===== src/logic/ssp_cfg.svh =====
// Constants of the serial programming port
`ifndef SSP_CFG_SVH
`define SSP_CFG_SVH
`define SSP_CNT_FULL 5'h10
`define SSP_CNT_SHORT_MAX 5'h0C
`define SSP_CNT_SAT 5'h1F
`define SSP_A_MAIN_IDX 4'h0
`define SSP_A_MAIN_MSB 4'h1
`define SSP_A_MAIN_LSB 4'h2
`define SSP_A_AUX_IDX 4'h3
`define SSP_A_AUX_FRAC 4'h4
`define SSP_A_CFG_BASE 4'h5
`define SSP_A_MOD_DATA 4'h9
`define SSP_NUM_CFG 4
`define SSP_IDX_RESET 9'h006
// Idle levels of feedback, select, data and serial clock, in that order
`define SSP_SYNC_IDLE 4'hE
`define SSP_IDX_FRAC_MIN 9'h006
`define SSP_IDX_FRAC_MAX 9'h1F9
`define SSP_FIFO_DEPTH 16
`define SSP_FIFO_WIDTH 17
`endif


===== src/logic/ssp_pkg.sv =====
// Types of the serial programming port
package ssp_pkg;
    // One decoded load travelling through the FIFO
    typedef struct packed {
        logic is_mod;
        logic [3:0] addr;
        logic [11:0] data;
    } ssp_load_t;
    // Active main ratio
    typedef struct packed {
        logic [8:0] idx;
        logic signed [17:0] frac;
    } ssp_main_t;
    // Active auxiliary ratio
    typedef struct packed {
        logic [8:0] idx;
        logic signed [9:0] frac;
    } ssp_aux_t;
    // Drain states
    typedef enum logic [1:0] {
        ST_IDLE = 2'b00,
        ST_WAIT_FB = 2'b01
    } ssp_state_t;
endpackage : ssp_pkg


===== src/logic/ssp_fifo.sv =====
// Load FIFO with registered read data
`timescale 1ns/10ps
`default_nettype none
module ssp_fifo #(
    parameter int W = 17,
    parameter int D = 16
) (
    input wire logic clk,
    input wire logic rst,
    input wire logic in_valid,
    output logic in_ready,
    input wire logic [W-1:0] in_data,
    output logic out_valid,
    input wire logic out_ready,
    output logic [W-1:0] out_data
);
    localparam int AW = $clog2(D);
    logic [W-1:0] mem [D];          // Storage
    logic [AW-1:0] wptr_r;          // Write pointer
    logic [AW-1:0] rptr_r;          // Read pointer
    logic [AW:0] cnt_r;             // Words held in memory
    logic push;
    logic load;

    // Full is honest: count of stored words reaches depth
    assign in_ready = (cnt_r != (AW+1)'(D));
    assign push = in_valid && in_ready;
    // Refill the output register when it is empty or being taken
    assign load = (cnt_r != '0) && (!out_valid || out_ready);

    // Memory write
    always_ff @(posedge clk) begin
        if (push) begin
            mem[wptr_r] <= in_data;
        end
    end

    // Pointers and count
    always_ff @(posedge clk) begin
        if (rst) begin
            wptr_r <= '0;
            rptr_r <= '0;
            cnt_r <= '0;
        end else begin
            if (push) begin
                wptr_r <= wptr_r + 1'b1;
            end
            if (load) begin
                rptr_r <= rptr_r + 1'b1;
            end
            cnt_r <= cnt_r + (AW+1)'(push) - (AW+1)'(load);
        end
    end

    // Registered read port
    always_ff @(posedge clk) begin
        if (rst) begin
            out_valid <= 1'b0;
            out_data <= '0;
        end else if (load) begin
            out_valid <= 1'b1;
            out_data <= mem[rptr_r];
        end else if (out_ready) begin
            out_valid <= 1'b0;
        end
    end
endmodule : ssp_fifo
`default_nettype wire


===== src/logic/ssp_top.sv =====
// Serial programming port: sampling, decode, load FIFO, register commit
// How it works
// - Shift data in on rising clock, select low
// - Echo stream on mux output at falling edges
// - Long frames keep only last sixteen bits
// - One to twelve edges: modulation sample, no address
// - Divider index nine bits, fractional range checked
// - Modulus 262144 or 1024 by mode
// - 18-bit offset is signed two's complement
// - 10-bit offset is signed
// - 18-bit word is upper ten, lower eight
// - Main 18-bit commits on upper write
// - Main 10-bit commits on upper write
// - Auxiliary commits on its fractional write
// - Integer mode commits on index write
// - Modulation offset added to main carrier
// - Four address bits then twelve data
// - Reset clears all but the pin synchronisers, which take idle levels, and the FIFO storage; indices become six
// - Resync; modulation waits feedback falling edge
`timescale 1ns/10ps
`default_nettype none
`include "ssp_cfg.svh"
module ssp_top (
    input wire logic CLOCK,
    input wire logic RST,
    input wire logic SCLK_PIN,
    input wire logic SDATA_PIN,
    input wire logic CS_N_PIN,
    input wire logic DIVIDED_PRIMARY_FEEDBACK,
    input wire logic MODE_18BIT,
    input wire logic INTEGER_MODE,
    input wire logic MUX_SEL_SERIAL,
    output logic MUX_OUT,
    output ssp_pkg::ssp_main_t MAIN_RATIO,
    output ssp_pkg::ssp_aux_t AUX_RATIO,
    output logic [11:0] MOD_OFFSET,
    output logic [19:0] MAIN_TUNE,
    output logic MAIN_COMMIT,
    output logic AUX_COMMIT,
    output logic IDX_ILLEGAL,
    output logic LOAD_READY,
    output logic LOAD_DROPPED,
    output logic [`SSP_NUM_CFG-1:0][11:0] CFG_WORDS
);
    // Sign-extend a short sample of n bits to twelve bits
    function automatic logic [11:0] sext_n(input logic [15:0] v, input logic [4:0] n);
        logic [11:0] r;
        r = v[11:0];
        for (int i = 1; i < 12; i++) begin
            if (5'(i) >= n) begin
                r[i] = v[n-1];
            end
        end
        return r;
    endfunction : sext_n

    // Pin synchronisers: sclk, data, select, feedback
    logic [3:0] pin_in;
    logic [3:0] s1_r;               // First stage, read only by second
    logic [3:0] s2_r;               // Second stage
    logic [3:0] s3_r;               // Delayed copy for edge detection
    assign pin_in = {DIVIDED_PRIMARY_FEEDBACK, CS_N_PIN, SDATA_PIN, SCLK_PIN};

    // Three flops per pin, all resynchronised to the reference clock
    // Reset to each pin's idle level, so no false edge follows reset
    localparam logic [3:0] sync_idle = `SSP_SYNC_IDLE;
    genvar g;
    generate
        for (g = 0; g < 4; g++) begin : g_sync
            always_ff @(posedge CLOCK) begin
                if (RST) begin
                    s1_r[g] <= sync_idle[g];
                    s2_r[g] <= sync_idle[g];
                    s3_r[g] <= sync_idle[g];
                end else begin
                    s1_r[g] <= pin_in[g];
                    s2_r[g] <= s1_r[g];
                    s3_r[g] <= s2_r[g];
                end
            end
        end
    endgenerate

    logic sdata_s;
    logic cs_s;
    logic sclk_rise;
    logic sclk_fall;
    logic cs_rise;
    logic fb_fall;
    assign sdata_s = s2_r[1];
    assign cs_s = s2_r[2];
    assign sclk_rise = s2_r[0] && !s3_r[0];
    assign sclk_fall = !s2_r[0] && s3_r[0];
    assign cs_rise = s2_r[2] && !s3_r[2];
    assign fb_fall = !s2_r[3] && s3_r[3];

    // Shift register and edge count of the current frame
    logic [15:0] shift_r;
    logic [4:0] cnt_r;              // Saturates at 31; counts 1 to 12 and 16 and above matter
    always_ff @(posedge CLOCK) begin
        if (RST) begin
            shift_r <= '0;
            cnt_r <= '0;
        end else if (cs_s) begin
            cnt_r <= '0;
        end else if (sclk_rise) begin
            shift_r <= {shift_r[14:0], sdata_s};
            if (cnt_r != `SSP_CNT_SAT) begin
                cnt_r <= cnt_r + 5'h01;
            end
        end
    end

    // Loopback: last captured bit leaves on the falling clock edge
    always_ff @(posedge CLOCK) begin
        if (RST) begin
            MUX_OUT <= 1'b0;
        end else if (!MUX_SEL_SERIAL) begin
            MUX_OUT <= 1'b0;            // Other mux sources live elsewhere
        end else if (sclk_fall && !cs_s) begin
            MUX_OUT <= shift_r[0];
        end
    end

    // Frame decode at the rising edge of select
    ssp_pkg::ssp_load_t push_data_r;
    logic push_valid_r;
    logic fifo_in_ready;
    always_ff @(posedge CLOCK) begin
        if (RST) begin
            push_valid_r <= 1'b0;
            push_data_r <= '0;
        end else begin
            push_valid_r <= 1'b0;
            if (cs_rise && cnt_r >= `SSP_CNT_FULL) begin
                // Only the last sixteen bits remain in the shifter
                push_valid_r <= 1'b1;
                push_data_r.addr <= shift_r[15:12];
                push_data_r.data <= shift_r[11:0];
                push_data_r.is_mod <= (shift_r[15:12] == `SSP_A_MOD_DATA);
            end else if (cs_rise && cnt_r != 5'h00 && cnt_r <= `SSP_CNT_SHORT_MAX) begin
                push_valid_r <= 1'b1;
                push_data_r.addr <= `SSP_A_MOD_DATA;
                push_data_r.data <= sext_n(shift_r, cnt_r);
                push_data_r.is_mod <= 1'b1;
            end
        end
    end

    // Back-pressure seen by the frame side
    always_ff @(posedge CLOCK) begin
        if (RST) begin
            LOAD_READY <= 1'b0;
            LOAD_DROPPED <= 1'b0;
        end else begin
            LOAD_READY <= fifo_in_ready;
            LOAD_DROPPED <= push_valid_r && !fifo_in_ready;
        end
    end

    // Load FIFO between the serial side and the commit side
    logic fifo_out_valid;
    logic pop;
    ssp_pkg::ssp_load_t pop_data;
    ssp_fifo #(
        .W(`SSP_FIFO_WIDTH),
        .D(`SSP_FIFO_DEPTH)
    ) u_fifo (
        .clk(CLOCK),
        .rst(RST),
        .in_valid(push_valid_r),
        .in_ready(fifo_in_ready),
        .in_data(push_data_r),
        .out_valid(fifo_out_valid),
        .out_ready(pop),
        .out_data(pop_data)
    );

    // Drain state: modulation samples stall until feedback falls
    ssp_pkg::ssp_state_t state_r;
    always_ff @(posedge CLOCK) begin
        if (RST) begin
            state_r <= ssp_pkg::ST_IDLE;
        end else begin
            case (state_r)
                ssp_pkg::ST_IDLE: begin
                    if (fifo_out_valid && pop_data.is_mod) begin
                        state_r <= ssp_pkg::ST_WAIT_FB;
                    end
                end
                ssp_pkg::ST_WAIT_FB: begin
                    if (fb_fall) begin
                        state_r <= ssp_pkg::ST_IDLE;
                    end
                end
                default: begin
                    state_r <= ssp_pkg::ST_IDLE;
                end
            endcase
        end
    end

    // Register writes pop at once; samples only on the feedback edge
    assign pop = fifo_out_valid && ((state_r == ssp_pkg::ST_IDLE && !pop_data.is_mod)
                 || (state_r == ssp_pkg::ST_WAIT_FB && fb_fall));

    logic wr;
    assign wr = pop && !pop_data.is_mod;

    // Staging registers; they never touch the active ratio directly
    logic [8:0] main_idx_stg_r;
    logic [7:0] main_lsb_stg_r;
    logic [8:0] aux_idx_stg_r;
    always_ff @(posedge CLOCK) begin
        if (RST) begin
            main_idx_stg_r <= `SSP_IDX_RESET;
            main_lsb_stg_r <= '0;
            aux_idx_stg_r <= `SSP_IDX_RESET;
        end else if (wr) begin
            case (pop_data.addr)
                `SSP_A_MAIN_IDX: main_idx_stg_r <= pop_data.data[8:0];
                `SSP_A_MAIN_LSB: main_lsb_stg_r <= pop_data.data[7:0];
                `SSP_A_AUX_IDX: aux_idx_stg_r <= pop_data.data[8:0];
                default: begin
                end
            endcase
        end
    end

    // Active main ratio, changed only by committing writes
    always_ff @(posedge CLOCK) begin
        if (RST) begin
            MAIN_RATIO.idx <= `SSP_IDX_RESET;
            MAIN_RATIO.frac <= '0;
            MAIN_COMMIT <= 1'b0;
        end else begin
            MAIN_COMMIT <= 1'b0;
            if (wr && pop_data.addr == `SSP_A_MAIN_IDX && INTEGER_MODE) begin
                MAIN_RATIO.idx <= pop_data.data[8:0];
                MAIN_COMMIT <= 1'b1;
            end else if (wr && pop_data.addr == `SSP_A_MAIN_MSB) begin
                MAIN_RATIO.idx <= main_idx_stg_r;
                MAIN_COMMIT <= 1'b1;
                if (MODE_18BIT) begin
                    // Modulus 2^18: upper ten and lower eight bits
                    MAIN_RATIO.frac <= {pop_data.data[9:0], main_lsb_stg_r};
                end else begin
                    // Modulus 2^10: ten signed bits, sign extended
                    MAIN_RATIO.frac <= {{8{pop_data.data[9]}}, pop_data.data[9:0]};
                end
            end
        end
    end

    // Active auxiliary ratio
    always_ff @(posedge CLOCK) begin
        if (RST) begin
            AUX_RATIO.idx <= `SSP_IDX_RESET;
            AUX_RATIO.frac <= '0;
            AUX_COMMIT <= 1'b0;
        end else begin
            AUX_COMMIT <= 1'b0;
            if (wr && pop_data.addr == `SSP_A_AUX_IDX && INTEGER_MODE) begin
                AUX_RATIO.idx <= pop_data.data[8:0];
                AUX_COMMIT <= 1'b1;
            end else if (wr && pop_data.addr == `SSP_A_AUX_FRAC) begin
                AUX_RATIO.idx <= aux_idx_stg_r;
                AUX_RATIO.frac <= pop_data.data[9:0];
                AUX_COMMIT <= 1'b1;
            end
        end
    end

    // Remaining configuration words, stored as written
    generate
        for (g = 0; g < `SSP_NUM_CFG; g++) begin : g_cfg
            always_ff @(posedge CLOCK) begin
                if (RST) begin
                    CFG_WORDS[g] <= '0;
                end else if (wr && pop_data.addr == `SSP_A_CFG_BASE + 4'(g)) begin
                    CFG_WORDS[g] <= pop_data.data;
                end
            end
        end
    endgenerate

    // Modulation data passes onward on the feedback falling edge
    always_ff @(posedge CLOCK) begin
        if (RST) begin
            MOD_OFFSET <= '0;
        end else if (pop && pop_data.is_mod) begin
            MOD_OFFSET <= pop_data.data;
        end
    end

    // Carrier plus instantaneous offset; index range flag
    always_ff @(posedge CLOCK) begin
        if (RST) begin
            MAIN_TUNE <= '0;
            IDX_ILLEGAL <= 1'b0;
        end else begin
            MAIN_TUNE <= {{2{MAIN_RATIO.frac[17]}}, MAIN_RATIO.frac}
                         + {{8{MOD_OFFSET[11]}}, MOD_OFFSET};
            // Integer mode accepts every nine-bit value
            IDX_ILLEGAL <= !INTEGER_MODE && (MAIN_RATIO.idx < `SSP_IDX_FRAC_MIN
                           || MAIN_RATIO.idx > `SSP_IDX_FRAC_MAX);
        end
    end
endmodule : ssp_top
`default_nettype wire


===== config.mk =====
export PLATFORM = sky130hd
export DESIGN_NAME = ssp_top
export DESIGN_NICKNAME = d
export VERILOG_FILES = /design/src/logic/ssp_pkg.sv /design/src/logic/ssp_fifo.sv /design/src/logic/ssp_top.sv
export VERILOG_INCLUDE_DIRS = /design/src /design/src/logic
export SDC_FILE = /design/constraint.sdc
export NUM_CORES = 1
export LEC_CHECK = 0
export BUFFER_PORTS_ARGS = -buffer_cell sky130_fd_sc_hd__buf_2
export CORE_MARGIN = 4
export CORE_UTILIZATION = 42
export CTS_BUF_LIST = sky130_fd_sc_hd__clkbuf_4
export DETAILED_ROUTE_END_ITERATION = 6
export GPL_TIMING_DRIVEN = 0
export MAX_ROUTING_LAYER = met4
export SYNTH_ARGS = -nofsm -noshare
export SYNTH_HDL_FRONTEND = slang
export SYNTH_SLANG_ARGS = --single-unit

===== constraint.sdc =====
create_clock -name CLOCK -period 7.2 [get_ports CLOCK]
set_clock_uncertainty 0.15 [all_clocks]
set_input_delay 0.72 -clock CLOCK [delete_from_list [all_inputs] [get_ports CLOCK]]
set_output_delay 0.72 -clock CLOCK [all_outputs]
set_load 0.01 [all_outputs]

==> results.json, run 1 <==
{
  "status": "complete, no violations",
  "cts_tree": "done",
  "yosysTopAreaCell": "edfxtp_1",
  "rsz0062_at_grt": "false",
  "clk_path_buf_depth": 3,
  "placementRows": 80,
  "ys_async_sr_fraction_pct": 0,
  "syn_area_um2": 20350,
  "grt-ovfl-total": 0,
  "worstPathArrival_ns": 3.96,
  "end_kind": "flip-flop",
  "port-buffer-count": 139,
  "synth-edff-count": 272,
  "grt_pass1_vias": 13453,
  "hp-class": "primary input to flip-flop",
  "cts_inserted_buffers": 133,
  "cts_sinks": 511,
  "synth_top_area_share_pct": 40.15,
  "gp_congestion": 0.9300,
  "max_slew_margin_pct": 34.87,
  "finalSetupTns_ns": 0,
  "dieWidth_um": 228.1,
  "root_buffer": "clkbuf_4",
  "critPathLaunchType": "flip-flop",
  "initial_core_util_pct": 42.52,
  "drt_first_pass_iters": 6,
  "synth_flop_cell": "edfxtp_1",
  "pin_count": 141,
  "p_leak_nw": 9.172,
  "grt.total_usage_pct": 20.90,
  "yosysSeqAreaShare_pct": 63.66,
  "antenna_found_initial": 2,
  "power_w": 0.007508,
  "postCtsHoldBufs": 6,
  "layout_min_cycle_time_ns": 3.264,
  "synthCells": 1521,
  "min_period_over_period_pct": 45.34,
  "syn2layout_area_growth_pct": 18.06,
  "cts_setup_buffers": 0,
  "finalNetCount": 1867,
  "ys_ff_latch": 511,
  "h-tree-depth": 4,
  "hold_viol": 0,
  "ant_nets": 0,
  "synth_cell_types": 58,
  "grt_pass1_wl_mm": 80.31,
  "first_iter_violations": 989,
  "crit_type": "flip-flop to flip-flop",
  "peakVddDrop_v": 0.0001832,
  "setup_viol": 0,
  "tightestPinTransition_ns": 0.9769,
  "post_cts_resized": 0,
  "die_area_um2": 52030,
  "core_area_um2": 47850,
  "pwr_density_cell_nw_per_um2": 312.6,
  "routed_via_density": 5.323,
  "ys_warn_count": 0,
  "hpwlAfterDp_mm": 37.25,
  "clk_pin_slew_ns": 0.08,
  "drv_slew": 0,
  "clkLatencyLatePin_ns": 0.91,
  "wirelength_mm": 53.23,
  "drive_gt1_share_pct": 27.61,
  "layout_commonest_cell": "edfxtp_1",
  "postSynthAreaPerCell_um2": 13.38,
  "routedWlPerCell_um": 20.95,
  "max_freq_ghz": 0.3063,
  "syn-num-nets": 1567,
  "final_cell_mix": "edfxtp_1 (272), dfxtp_1 (239), clkbuf_4 (209)",
  "critPathMaxFanout": 7,
  "synth_area_leaders": "edfxtp_1 (40%), dfxtp_1 (24%), mux4_2 (9.5%), mux2i_1 (4.4%), nor2_1 (3.2%)",
  "vias": 13527,
  "crit_required_ns": 7.89,
  "die_h_um": 228.1,
  "grt_max_degree": 18,
  "drc": 0,
  "maxCapViolations": 0
}
-- synth_stat cells, types with 7 or more instances --
cell type and n:
or2_2 12, a211oi_1 31, buf_2 18, nand2_1 153, o21ai_0 28, a22oi_1 7, nor2b_1 16, mux2i_1 89
dfxtp_1 239, nor3_1 16, nand2b_1 11, nand3_1 21, clkbuf_1 61, mux4_2 86, a222oi_1 7, xor2_1 10
ha_1 35, edfxtp_1 272, a21oi_1 79, nor2_1 176, xnor2_1 11, inv_1 39
-- cells by family (layout without fill, tap and decap cells) --
group                    after synthesis  in the layout  share of synthesized area [%]
AO/OA/AOI/OAI                        199            199                          6.322
XOR/XNOR                              21             21                         0.9040
adder cells (fa/ha/maj)               37             37                          2.349
buffers and inverters                136            538                          2.952
flip-flops                           511            511                          63.66
multiplexers                         181            181                          14.53
other                                  0              3                              0
AND/OR/NAND/NOR                      436            436                          9.286
-- per-stage QoR --
stage | util (%) | instances | hold WS, ns | instance area [um2] | setup slack, ns
floorplan | - | 1521 | 0.2395 | 20350 | 4.088
global placement | 45.59 | 2275 | 0.2480 | 21810 | 2.472
detailed placement | 46.28 | 2295 | 0.2449 | 22140 | 3.830
CTS | 50.19 | 2538 | 0.07898 | 24010 | 3.961
global route | 50.20 | 2540 | 0.1188 | 24020 | 3.639
finish | 50.20 | 2541 | 0.1893 | 24020 | 3.936
-- state kept, by name, summed over array words and instances, names as in the netlist, 8 cells and up --
signal	cells
u_fifo.out_data	17
u_fifo.mem	272
aux_idx_stg_r	9
MAIN_RATIO	27
main_idx_stg_r	9
MAIN_TUNE	19
MOD_OFFSET	12
CFG_WORDS	48
shift_r	16
push_data_r	17
main_lsb_stg_r	8
AUX_RATIO	19
-- report_power, final --
part	switching [W]	internal, W
logic	0.000897	0.000629
clock network	0.00117	0.00149
registers	0.000144	0.00317
total	0.00222	0.00529
-- worst max-delay path, stage by stage, from the launching register on --
cell      delay (ns)
dfxtp_1         0.32
inv_1           0.08
ha_1            0.15
nor3b_1         0.51
a21boi_2        0.29
ha_1            0.35
inv_1           0.04
ha_1            0.21
fa_1            0.42
a21oi_1         0.16
nor2_1          0.06
or3_1           0.34
a21oi_1         0.14
-- routing by layer --
layer	wire (um)	global-route usage (%)	share of wire, %	vias up
met5	0	-	0	-
met4	1466	8.630	2.8	0
met3	3041	4.553	5.7	95
met2	26110	33.72	49	475
met1	22610	25.73	42	6680
li1	-	-	-	6277
-- final timing paths --
kind                                    from                         end  slack, ns  cells after the start
setup reg to reg  u_fifo.cnt_r[3]$_SDFF_PP0_  u_fifo.cnt_r[4]$_SDFF_PP0_       3.94                     12
hold / removal                           RST    MAIN_TUNE[13]$_SDFF_PP0_       0.19                      3
hold reg to reg           s1_r[3]$_SDFF_PP1_          s2_r[3]$_SDFF_PP1_       0.26                      1
setup / recovery  u_fifo.cnt_r[3]$_SDFF_PP0_  u_fifo.cnt_r[4]$_SDFF_PP0_       3.94                     12
-- final cells by class --
cell class / instances / area (um2)
fillers: 4241 / 23830
flip-flops and latches: 511 / 12950
multi-input cells: 874 / 6843
clock buffers: 209 / 1569
repair buffers: 165 / 1039
well taps: 615 / 769.5
plain buffers: 97 / 454.2
clock inverters: 28 / 240.2
inverters: 39 / 146.4
diodes: 3 / 7.507
No activity file was read; power rests on OpenSTA's default activity.
==> run 2, diff against run 1 <==
- clock period: 7.2 -> 3 ns (I/O delays scaled with it)
==> run 2 against run 1 <==
  * Hold slack gained 0.018 ns
  * Non-clock buffer count increased by 11
  * Flip-flop and latch count unchanged
  * Clock-buffer cell count decreased by 5
  * Die area unchanged
  * Core utilization up 0.47 points
  * Clock power increased by 130%
  * Global-route usage increased by 0.34 points
  * Critical path depth rose by 1
  * Critical path type unchanged
==> results.json, run 2 (synthesis gave the netlist of run 1 again) <==
{
  "status": "complete, no violations",
  "drc": 0,
  "die_h_um": 228.1,
  "grt_pass1_vias": 13528,
  "h-tree-depth": 4,
  "critPathLaunchType": "flip-flop",
  "power_w": 0.01780,
  "vias": 13510,
  "r2r_cells": 13,
  "clkLatencyLatePin_ns": 0.92,
  "r2r-end": "u_fifo.cnt_r[4]$_SDFF_PP0_",
  "drv_slew": 0,
  "port-buffer-count": 139,
  "fin_cells": 2540,
  "final_util_pct": 50.67,
  "end_kind": "flip-flop",
  "rsz0062_at_grt": "false",
  "cts_tree": "done",
  "cp_slowest_stage_delay_ns": 0.38,
  "dieWidth_um": 228.1,
  "ant_nets": 0,
  "r2r_setup_slack_ns": 0.20,
  "crit_required_ns": 3.68,
  "initial_core_util_pct": 42.52,
  "r2r-start": "u_fifo.cnt_r[2]$_SDFF_PP0_",
  "cts_sinks": 511,
  "reg_top3": "u_fifo.mem (272), CFG_WORDS (48), MAIN_RATIO (27)",
  "grt-ovfl-total": 0,
  "fin_area_um2": 24240,
  "grt_busiest_layer": "met2",
  "crit_path_cell_trace": "inv_1 > ha_1 > nor3b_4 > buf_4 > a21boi_4 > ha_1 > inv_1 > ha_1 > fa_2 > a21oi_2 > nor2_1 > or3_1 > a21oi_1",
  "final_cell_mix": "edfxtp_1 (272), dfxtp_1 (239), clkbuf_4 (204)",
  "grt_pass1_wl_mm": 81.77,
  "clk_path_buf_depth": 3,
  "crit_type": "flip-flop to flip-flop",
  "critPathLaunch": "u_fifo.cnt_r[2]$_SDFF_PP0_",
  "use_met3_pct": 4.703,
  "min_period_over_period_pct": 93.35,
  "clk_pin_slew_ns": 0.06,
  "layout_commonest_cell": "edfxtp_1",
  "layout_min_cycle_time_ns": 2.800,
  "p_leak_nw": 9.201,
  "dp_cells": 2291,
  "max_freq_ghz": 0.3571,
  "grt_max_degree": 18,
  "hpwlAfterDp_mm": 37.57,
  "first_iter_violations": 1046,
  "antenna_found_initial": 1,
  "pwr_density_cell_nw_per_um2": 734.4,
  "dpl-instance-area_um2": 22250,
  "worstHoldStart": "INTEGER_MODE",
  "crit_top_cell": "ha_1",
  "maxCapViolations": 0,
  "largest_register_ffs": 272,
  "top_register": "u_fifo.mem",
  "holdWs_ns": 0.2076,
  "pin_count": 141,
  "wirelength_mm": 53.92,
  "gp_congestion": 0.9205,
  "root_buffer": "clkbuf_4",
  "die_area_um2": 52030,
  "met2_usage_pct": 33.93,
  "drt_first_pass_iters": 7,
  "setup_viol": 0,
  "critPathMaxFanout": 3,
  "syn2layout_area_growth_pct": 19.16,
  "grt.total_usage_pct": 21.24,
  "whs_path_depth": 4,
  "finalNetCount": 1880,
  "core_area_um2": 47850,
  "peakVddDrop_v": 0.0005068,
  "tightestPinTransition_ns": 0.9756,
  "drive_gt1_share_pct": 27.75,
  "hp-class": "primary input to flip-flop",
  "cts_inserted_buffers": 135,
  "worstHoldEndpoint": "MAIN_COMMIT$_SDFF_PP0_",
  "worstPathArrival_ns": 3.48,
  "grtUsageMet1_pct": 26.98,
  "max_slew_margin_pct": 34.96,
  "routedWlPerCell_um": 21.23,
  "placementRows": 80,
  "routed_via_density": 5.319,
  "crit_slowest_cell": "fa_2",
  "hold_viol": 0
}
==> run 2: cell types whose count changed in the layout (fill, tap and decap cells not counted), moves of 3 or more <==
cell	before	now
buf_16	1	10
dlygate4sd3_1	6	15
buf_6	14	6
nor2_2	13	6
nor2_4	0	7
buf_4	6	11
buf_8	11	6
clkbuf_4	209	204
nor3_2	5	1
nor3_4	0	4
clkinv_1	15	12
==> run 2: worst max-delay path by stage <==
stage                                             end  slack (ns)  cells past startpoint
after floorplan            u_fifo.cnt_r[4]$_SDFF_PP0_        0.18                     12
after global routing         MAIN_TUNE[16]$_SDFF_PP0_       0.008                      9
after CTS                  u_fifo.cnt_r[4]$_SDFF_PP0_        0.03                     12
after detailed placement   u_fifo.cnt_r[4]$_SDFF_PP0_       -0.25                     12
final                      u_fifo.cnt_r[4]$_SDFF_PP0_        0.20                     13
after global placement    u_fifo.mem[15][1]$_DFFE_PP_       -0.76                      8
==> run 2: cell type report <==
class	instances	area [um2]
Sequential cell	511	12950
Buffer	97	456.7
Fill cell	4159	23600
Multi-Input combinational cell	874	6944
Timing Repair Buffer	176	1269
Clock inverter	23	171.4
Clock buffer	204	1531
Antenna cell	1	2.502
Inverter	39	146.4
Tap cell	615	769.5
==> run 2: metal layers <==
metal  up-vias  part of all wire [%]
li1       6277                     -
met2       461                    49
met1      6698                    43
met5         -                     0
met3        74                   6.0
met4         0                   2.2
==> run 2: power by group <==
group          leakage (nW)  internal, W  total, W  switching (W)
clock                  1.03      0.00333   0.00610        0.00277
sequential             4.45      0.00761   0.00796       0.000350
combinational          3.72      0.00157   0.00374        0.00218
==> run 2: worst max-delay path: cells and delay by family (launching register included) <==
kind                     cells  cell delay [ns]
AND/OR/NAND/NOR              3             0.62
adder cells (fa/ha/maj)      4             1.00
flip-flops                   1             0.33
buffers and inverters        3             0.29
AO/OA/AOI/OAI                3             0.33
==> run 2: repair_timing <==
item                                    CTS  global route
hold buffers                             15             0
buffers inserted                          0             6
gates resized for setup                   3            16
endpoints found under the hold margin    58             0
endpoints found under the setup margin    1           111
pin swaps                                 0             3
==> run 2: through the flow <==
| stage | worst slack (ns) | setup TNS (ns) |
|---|---|---|
| floorplan | 0.1799 | 0 |
| global placement | -0.7587 | -172.30 |
| detailed placement | -0.2489 | -0.2489 |
| CTS | 0.02763 | 0 |
| global route | 0.008019 | 0 |
| finish | 0.1995 | 0 |
